## src/rtl/assc_regs.vh

```
// register codes, field positions, reset values and sizes for the scan sequence block
`ifndef ASSC_REGS_VH
`define ASSC_REGS_VH
// ***************************************************************
// frame layout
// ***************************************************************
`define ASSC_FRAME_BITS 16
`define ASSC_CFG_BIT 15
`define ASSC_SEL_HI 15
`define ASSC_SEL_LO 11
`define ASSC_FIELD_HI 10
`define ASSC_FIELD_LO 3
// ***************************************************************
// select codes
// ***************************************************************
`define ASSC_HIGH_MASK_SELECT_CODE 5'h14
`define ASSC_LOW_MASK_SELECT_CODE 5'h15
`define ASSC_SEQUENCE_SELECT_CODE 5'h16
// ***************************************************************
// reset values and sizes
// ***************************************************************
`define ASSC_MASK_RESET 8'h00
`define ASSC_LENGTH_RESET 8'h00
`define ASSC_NIBBLE_BITS 4
`define ASSC_SEQ_DEPTH 256
`define ASSC_CHAN_ZERO 4'h0
`endif

```

## src/rtl/assc_seq_mem.v

```verilog
// channel sequence memory with registered read data
`timescale 1ns/1ps
module assc_seq_mem #(
  parameter DEPTH = 256,
  parameter AW = 8,
  parameter DW = 4
) (
  input wire clk_i,             // system clock
  input wire wr_en_i,           // write strobe
  input wire [AW-1:0] wr_addr_i, // write entry
  input wire [DW-1:0] wr_data_i, // channel id
  input wire [AW-1:0] rd_addr_i, // read entry
  output reg [DW-1:0] rd_data_o  // registered channel id
);
  reg [DW-1:0] mem [0:DEPTH-1];

  // write port and registered read
  always @(posedge clk_i)
  begin
    if (wr_en_i)
      mem[wr_addr_i] <= wr_data_i;
    rd_data_o <= mem[rd_addr_i];
  end
endmodule

```

## src/rtl/assc_top.v

```verilog
// frame decoder, scan masks and channel sequencer configuration
//
// Summary of operation
// - select code 10100 writes the high-input scan mask.
// - high mask bits 10:3 include inputs 15..8; reset zero.
// - select code 10101 writes the low-input scan mask.
// - low mask bits 10:3 include inputs 7..0; reset zero.
// - select code 10110 writes the sequence length register.
// - length bits 10:3 plus one gives 1 to 256 conversions.
// - first result after mode start belongs to first sequence entry.
// - shutdown request accepted during the last result read frame.
// - frame with MSB one is a configuration write.
// - frame with MSB zero is a mode control write.
// - mode write in sequence waits for conversion, starts at next select fall.
// - config write in sequence lets current conversion finish unchanged.
// - after config write mid-sequence, output invalid until mode write.
// - pattern frame carries 4-bit channel ids, one per entry.
// - missing or partial entries default to channel zero.
// - pattern bits beyond the length are discarded.
// - new pattern active by the next select fall after pattern frame.
`timescale 1ns/1ps
`include "assc_regs.vh"
module assc_top #(
  parameter DEPTH = `ASSC_SEQ_DEPTH,
  parameter AW = 8
) (
  input wire MCLK_I,              // 200 MHz system clock
  input wire RST_B_I,             // synchronous reset, active low
  input wire SCLK_I,              // serial clock from host
  input wire CS_B_I,              // chip select, active low
  input wire DIN_I,               // serial data in
  input wire CONV_BUSY_I,         // conversion in progress
  input wire CONV_DONE_I,         // conversion finished pulse
  input wire LAST_READ_I,         // frame reads final result of sequence
  input wire ENTRY_ADV_I,         // engine moves to next entry
  output reg [7:0] HIGH_MASK_O,   // include inputs 15..8
  output reg [7:0] LOW_MASK_O,    // include inputs 7..0
  output reg [7:0] SEQ_LEN_M1_O,  // sequence length minus one
  output reg [3:0] ENTRY_CHAN_O,  // channel of current entry
  output reg [15:0] MODE_WORD_O,  // mode control word in force
  output reg MODE_START_O,        // pulse: new mode instruction begins
  output reg SHUTDOWN_REQ_O,      // automatic shutdown requested
  output reg DOUT_VALID_O,        // serial output data is valid
  output reg PATTERN_LOAD_O       // pulse: new pattern active
);
  // ***************************************************************
  // input synchronisers
  // ***************************************************************
  reg [2:0] sclk_meta_reg;
  reg [2:0] cs_meta_reg;
  reg [1:0] din_meta_reg;
  always @(posedge MCLK_I)
  begin
    if (!RST_B_I)
    begin
      sclk_meta_reg <= 3'h0;
      cs_meta_reg <= 3'h7;
      din_meta_reg <= 2'h0;
    end
    else
    begin
      sclk_meta_reg <= {sclk_meta_reg[1:0], SCLK_I};
      cs_meta_reg <= {cs_meta_reg[1:0], CS_B_I};
      din_meta_reg <= {din_meta_reg[0], DIN_I};
    end
  end
  // edges seen from the second and third stages only
  wire sclk_rise = sclk_meta_reg[1] & ~sclk_meta_reg[2];
  wire cs_fall = ~cs_meta_reg[1] & cs_meta_reg[2];
  wire cs_rise = cs_meta_reg[1] & ~cs_meta_reg[2];
  wire cs_low = ~cs_meta_reg[1];
  wire din_s = din_meta_reg[1];

  // ***************************************************************
  // frame shifter
  // ***************************************************************
  localparam ST_CMD = 2'h0;
  localparam ST_LEN = 2'h1;
  localparam ST_PAT = 2'h2;
  reg [1:0] state_reg;
  reg [1:0] state_next;
  reg [15:0] shift_reg;
  reg [8:0] bit_cnt_reg;
  reg [3:0] nib_reg;
  reg [AW:0] wr_idx_reg;
  reg pat_done_reg;
  reg [8:0] load_len_reg;
  wire [15:0] shift_next = {shift_reg[14:0], din_s};
  wire nib_full = (bit_cnt_reg[1:0] == 2'h3);
  // pattern write: whole nibbles within the length only
  wire pat_wr = (state_reg == ST_PAT) && cs_low && sclk_rise && nib_full &&
                (wr_idx_reg < {1'b0, SEQ_LEN_M1_O} + {{AW{1'b0}}, 1'b1});
  // default fill of missing entries after the pattern frame ends
  wire fill_wr = (state_reg == ST_PAT) && pat_done_reg &&
                 (wr_idx_reg < {1'b0, SEQ_LEN_M1_O} + {{AW{1'b0}}, 1'b1});
  wire mem_wr = pat_wr | fill_wr;
  wire [3:0] mem_data = pat_wr ? {nib_reg[2:0], din_s} : `ASSC_CHAN_ZERO;
  // a pattern frame is never decoded as a register or mode write
  wire frame_end = cs_rise && (bit_cnt_reg >= 9'd16) && (state_reg != ST_PAT);
  wire [15:0] frame = shift_reg;
  wire [4:0] sel = frame[`ASSC_SEL_HI:`ASSC_SEL_LO];
  wire [7:0] field = frame[`ASSC_FIELD_HI:`ASSC_FIELD_LO];
  wire is_cfg = frame[`ASSC_CFG_BIT];
  wire is_mode = ~frame[`ASSC_CFG_BIT];

  // sequencer state transitions
  always @*
  begin
    state_next = state_reg;
    case (state_reg)
      ST_CMD:
        if (frame_end && is_cfg && sel == `ASSC_SEQUENCE_SELECT_CODE)
          state_next = ST_LEN;
      ST_LEN:
        if (cs_fall)
          state_next = ST_PAT;
      ST_PAT:
        if (pat_done_reg && !fill_wr)
          state_next = ST_CMD;
      default:
        state_next = ST_CMD;
    endcase
  end

  // shift, count and pattern indexing
  always @(posedge MCLK_I)
  begin
    if (!RST_B_I)
    begin
      state_reg <= ST_CMD;
      shift_reg <= 16'h0000;
      bit_cnt_reg <= 9'h000;
      nib_reg <= 4'h0;
      wr_idx_reg <= {(AW+1){1'b0}};
      pat_done_reg <= 1'b0;
      load_len_reg <= 9'h000;
    end
    else
    begin
      state_reg <= state_next;
      if (cs_fall)
      begin
        bit_cnt_reg <= 9'h000;
        pat_done_reg <= 1'b0;
        if (state_reg == ST_LEN)
          wr_idx_reg <= {(AW+1){1'b0}};
      end
      else if (cs_low && sclk_rise)
      begin
        shift_reg <= shift_next;
        nib_reg <= {nib_reg[2:0], din_s};
        if (bit_cnt_reg != 9'h1ff)
          bit_cnt_reg <= bit_cnt_reg + 9'h001;
      end
      if (mem_wr)
        wr_idx_reg <= wr_idx_reg + {{AW{1'b0}}, 1'b1};
      // a partial nibble at frame end is dropped and filled with zero
      if (cs_rise && state_reg == ST_PAT)
        pat_done_reg <= 1'b1;
      if (state_reg == ST_PAT && pat_done_reg && !fill_wr)
        load_len_reg <= wr_idx_reg;
    end
  end

  // ***************************************************************
  // configuration registers
  // ***************************************************************
  reg in_seq_reg;
  reg cfg_dirty_reg;
  reg mode_pend_reg;
  reg [15:0] mode_hold_reg;
  always @(posedge MCLK_I)
  begin
    if (!RST_B_I)
    begin
      HIGH_MASK_O <= `ASSC_MASK_RESET;
      LOW_MASK_O <= `ASSC_MASK_RESET;
      SEQ_LEN_M1_O <= `ASSC_LENGTH_RESET;
      MODE_WORD_O <= 16'h0000;
      mode_hold_reg <= 16'h0000;
      mode_pend_reg <= 1'b0;
      cfg_dirty_reg <= 1'b0;
      SHUTDOWN_REQ_O <= 1'b0;
    end
    else
    begin
      // writes touch only the selected register
      if (frame_end && is_cfg)
      begin
        case (sel)
          `ASSC_HIGH_MASK_SELECT_CODE: HIGH_MASK_O <= field;
          `ASSC_LOW_MASK_SELECT_CODE: LOW_MASK_O <= field;
          `ASSC_SEQUENCE_SELECT_CODE: SEQ_LEN_M1_O <= field;
          default: ;
        endcase
        if (in_seq_reg)
          cfg_dirty_reg <= 1'b1;
      end
      // mode write is held until a select fall with no conversion busy
      if (frame_end && is_mode)
      begin
        mode_hold_reg <= frame;
        mode_pend_reg <= 1'b1;
        cfg_dirty_reg <= 1'b0;
      end
      else if (cs_fall && mode_pend_reg && !CONV_BUSY_I)
      begin
        MODE_WORD_O <= mode_hold_reg;
        mode_pend_reg <= 1'b0;
      end
      // each mode frame sets or clears the request, which stands until the next
      if (frame_end && is_mode)
        SHUTDOWN_REQ_O <= LAST_READ_I;
    end
  end

  // ***************************************************************
  // sequence readout and status
  // ***************************************************************
  reg [AW-1:0] rd_idx_reg;
  wire [3:0] rd_chan;
  wire mode_go = cs_fall && mode_pend_reg && !CONV_BUSY_I;
  always @(posedge MCLK_I)
  begin
    if (!RST_B_I)
    begin
      rd_idx_reg <= {AW{1'b0}};
      in_seq_reg <= 1'b0;
      MODE_START_O <= 1'b0;
      DOUT_VALID_O <= 1'b0;
      PATTERN_LOAD_O <= 1'b0;
      ENTRY_CHAN_O <= `ASSC_CHAN_ZERO;
    end
    else
    begin
      MODE_START_O <= mode_go;
      PATTERN_LOAD_O <= (state_reg == ST_PAT) && pat_done_reg && !fill_wr;
      ENTRY_CHAN_O <= rd_chan;
      if (mode_go)
      begin
        rd_idx_reg <= {AW{1'b0}};
        in_seq_reg <= 1'b1;
      end
      else if (ENTRY_ADV_I)
        rd_idx_reg <= (rd_idx_reg == SEQ_LEN_M1_O) ? {AW{1'b0}} : rd_idx_reg + 1'b1;
      if (CONV_DONE_I && LAST_READ_I)
        in_seq_reg <= 1'b0;
      DOUT_VALID_O <= !cfg_dirty_reg && !(frame_end && is_cfg && in_seq_reg);
    end
  end

  // ***************************************************************
  // pattern store
  // ***************************************************************
  assc_seq_mem #(
    .DEPTH(DEPTH),
    .AW(AW),
    .DW(`ASSC_NIBBLE_BITS)
  ) u_mem (
    .clk_i(MCLK_I),
    .wr_en_i(mem_wr),
    .wr_addr_i(wr_idx_reg[AW-1:0]),
    .wr_data_i(mem_data),
    .rd_addr_i(rd_idx_reg),
    .rd_data_o(rd_chan)
  );
endmodule

```

## config.mk

```make
export PLATFORM = sky130hd
export DESIGN_NAME = assc_top
export DESIGN_NICKNAME = d
export VERILOG_FILES = /design/src/rtl/assc_seq_mem.v /design/src/rtl/assc_top.v
export VERILOG_INCLUDE_DIRS = /design/src /design/src/rtl
export SDC_FILE = /design/constraint.sdc
export NUM_CORES = 1
export LEC_CHECK = 0
export BUFFER_PORTS_ARGS = -buffer_cell sky130_fd_sc_hd__buf_2
export CAP_MARGIN = 10
export CORE_MARGIN = 5
export CORE_UTILIZATION = 50
export CTS_CLUSTER_SIZE = 30
export DETAILED_ROUTE_END_ITERATION = 8
export MAX_ROUTING_LAYER = met4
export PLACE_DENSITY = 0.68
export RECOVER_POWER = 50
export SYNTH_ARGS = -nofsm -noshare
export SYNTH_HDL_FRONTEND = slang
export SYNTH_SLANG_ARGS = --single-unit
```

## constraint.sdc

```tcl
create_clock -name MCLK_I -period 6.12 [get_ports MCLK_I]
set_clock_uncertainty 0.1 [all_clocks]
set_input_delay 1.224 -clock MCLK_I [delete_from_list [all_inputs] [get_ports MCLK_I]]
set_output_delay 1.224 -clock MCLK_I [all_outputs]
set_load 0.03 [all_outputs]
```

==> results.md <==
* Outcome: finished, violations left
* Failing checks: capacitance limit, slew limit
* Row count at 110
* Fmax at 190.0 MHz
* Nets@finish at between 2000 and 3000
* Io pins at 57
* Post-Syn Nets at about 2800
* Post-synth EDFFs at just over 1000
* Slew @ Worst Pin at approximately 3300 ps
* Synth area leaders: edfxtp_1, mux4_2, mux2i_1, dfxtp_1, nor2_1
* RSZ-0062 raised after global routing: false
* Yosys warning count at 0
* Largest stage delay, worst path at around 1300 ps
* Worst slack at placement at 1348 ps
* Die Area at between 0.09 and 0.1 mm²
* Min Hold Slack at a little over 300 ps
* Post CTS Setup Buffer Count at 0
* WL/cell at roughly 26 µm
* Drt first-iter violations at 2508
* Slew headroom at -1.188
* Final std cells w/o fill at between 4000 and 5000
* Root Buffer: clkbuf_16
* Crit Path Category: flop to flop
* Max_cap viols at 8
* Antenna violations before repair at 1
* R2r setup slk at 860 ps
* Worst setup path endpoint: u_mem.mem[135][2]$_DFFE_PP_
* Tcrit/Tclk final at 0.8599
* HPWL after DPL at ~66 mm
* CP required at ~6300 ps
* Routed wire length at ~110 mm
* DRT met1 WL at approximately 43 mm
* Area grow syn2layout at 10.62%
* Power per cell area at just over 300 mW/mm²
* IO buf count at 56
* Largest delay share family, worst path: simple AND/OR/NAND/NOR gates
* Worst-path cell chain: ha_1 > nand3_1 > nor2_1 > xnor2_1 > ha_1 > a21o_1 > a21o_1 > a21oi_1 > nand3_1 > nor2_1 > and2_2 > clkbuf_2
* Gpl congestion at roughly 0.84
* Longest Clk Path Bufs at 3
* Worst r2r src: SEQ_LEN_M1_O[0]$_SDFFE_PN0P_
* Die H at 312.0 µm
* Slowest CP cell: and2_2
* Max FFs per register at about 1000
* Reg with most FFs: u_mem.mem
* Vias in the first global route at between 20000 and 30000
* Via count at approximately 25000
* CTS Sinks at approximately 1100
* Synthesized area at about 0.046 mm²
* CP endpoint kind: flop
* Critical path buffer and inverter count at 1
* Die W at about 310 µm
* Hold buffers post-CTS at 0
* Avg Synthesized Cell Area at 16.48 µm²
* Post-Syn Instances at 2767
* Via/cell ratio at about 6.1
* First-pass GRT wire length at 159.4 mm
* Critical path peak fanout at 78
* Post-synthesis sequential area ratio at 0.7289
* Final setup fails at 0
* Top routing layer in use: met4
* HP Class: flop to flop
* Library cells used by synthesis at 54
* H-tree depth at 3
* Maximum VDD drop at 0.0002407 V
* Critical path depth in cells at 12
* DR WL met3 at 8.847 mm
* Overflow after GRT at 0
* Clock latency on the worst-skew pair at between 600 and 700 ps
* Final hold vios at 0
* Tot GR Track Use at 0.2218
* Final Util at 0.5586
* Fin. max-slew vios at slightly below 500
* Final ANT Viol Nets at 0
* Core ar. at between 0.09 and 0.1 mm²
* Asr flop ratio synth at 0
* Leakage at between 15 and 20 nW
* Resized cells post-CTS at 0
* Reg2reg path depth at 12
* Share of cells above drive strength 1 at 0.1293
* #FFs+latches synth at ~1100
* Clock buffer count from CTS at 110
* Synth top area share at 0.6744
* DRC violations left at 0
* Top cell type by total area after synthesis: edfxtp_1
* Tmin final at between 5000 and 6000 ps
* Setup crit start kind: flop
* Primary FF master, synth: edfxtp_1
* Detailed Routing Iterations Pass 1 at 5
* CP startpoint: SEQ_LEN_M1_O[0]$_SDFFE_PN0P_
* Largest net degree at the start of global routing at 120
* Worst-path clk slew at roughly 60 ps
* WL met2 at 51.67 mm
* Setup ws final at around 860 ps
* Reg2reg end: u_mem.mem[135][2]$_DFFE_PP_
* CTS tree: yes
* Critical Path AT at about 5500 ps
* Initial core utilization at 0.5050
* Final setup TNS at 0 ps
* Placed cells at between 3000 and 4000
where the power goes:
part | total, mW | switching, mW | internal [mW]
Clock | 6.95 | 2.89 | 4.06
Combinational | 0.195 | 0.107 | 0.0876
Sequential | 8.42 | 0.0139 | 8.40
Total | 15.6 | 3.01 | 12.5
cells in the mapped netlist (3+ instances only):
master / instances
o22ai_1: 32
o21ai_1: 4
o221ai_1: 30
buf_2: 58
clkbuf_1: 95
xnor2_1: 10
mux4_2: 128
nor2b_1: 12
a221oi_1: 78
a211oi_1: 33
a22oi_1: 21
and3_1: 7
and2_1: 17
nand3_1: 42
inv_1: 5
buf_1: 8
buf_6: 11
a21oi_1: 92
buf_4: 3
o211ai_1: 5
nor3_1: 6
mux2i_1: 284
edfxtp_1: 1024
buf_8: 9
dfxtp_1: 124
o21ai_0: 78
nor3b_1: 4
nor2_1: 344
nand2_1: 113
ha_1: 17
nand2b_1: 7
nand4_1: 6
xor2_1: 20
buf_12: 7
or3_1: 7
kinds of logic after synthesis:
group	synth area share
flip-flops	0.7289
AND/OR/NAND/NOR	0.05357
multiplexers	0.1258
AO/OA/AOI/OAI	0.05672
buffers and inverters	0.02459
XOR/XNOR	0.005763
adder cells (fa/ha/maj)	0.004665
per-layer routing:
layer | global-route usage | up-vias
met5 | - | -
met4 | 0.06718 | 0
met3 | 0.04241 | 194
met2 | 0.3528 | 1110
met1 | 0.2958 | 12740
li1 | - | 10887
cell usage in the layout, fill, tap and decap left out, types with 8 or more instances in the layout:
master / count
xor2_1: 20
a22oi_1: 21
a211oi_1: 33
dfxtp_1: 120
mux2i_1: 284
nand3_1: 42
clkbuf_16: 113
a221oi_1: 78
and2_0: 8
o21ai_0: 78
edfxtp_1: 1024
nor2_1: 344
o22ai_1: 32
clkbuf_1: 76
nand2_1: 113
bufinv_16: 14
a21oi_1: 92
clkinv_2: 18
clkinvlp_4: 10
ha_1: 17
clkinv_1: 17
buf_12: 8
nor2b_1: 11
xnor2_1: 10
o221ai_1: 30
buf_4: 33
mux4_2: 128
worst min-delay path by stage:
| stage | startpoint | to | slack [ps] | depth (start not counted) |
|---|---|---|---|---|
| global route | cs_meta_reg[0]$_SDFF_PN1_ | cs_meta_reg[1]$_SDFF_PN1_ | 360 | 1 |
| global placement | cs_meta_reg[0]$_SDFF_PN1_ | cs_meta_reg[1]$_SDFF_PN1_ | 290 | 1 |
| finish | cs_meta_reg[0]$_SDFF_PN1_ | cs_meta_reg[1]$_SDFF_PN1_ | 310 | 1 |
| CTS | cs_meta_reg[0]$_SDFF_PN1_ | cs_meta_reg[1]$_SDFF_PN1_ | 310 | 1 |
| detailed placement | cs_meta_reg[0]$_SDFF_PN1_ | cs_meta_reg[1]$_SDFF_PN1_ | 300 | 1 |
| floorplan | cs_meta_reg[0]$_SDFF_PN1_ | cs_meta_reg[1]$_SDFF_PN1_ | 290 | 1 |
per-stage QoR:
step / power, mW / area (µm²)
after floorplan: 8.780 / 45600
final: 15.56 / 50440
after global routing: 16.00 / 50430
after CTS: 15.65 / 50610
after detailed placement: 8.784 / 46860
after global placement: 8.780 / 46860
final cells by class:
type	count	area, µm²
multi-input cells	1422	11250
well taps	1176	1471
clock inverters	67	778.2
clock buffers	136	2974
repair buffers	113	694.4
flip-flops and latches	1148	33240
inverters	6	22.52
fillers	6864	39850
diodes	1	2.502
No activity file was read; power rests on OpenSTA's default activity.
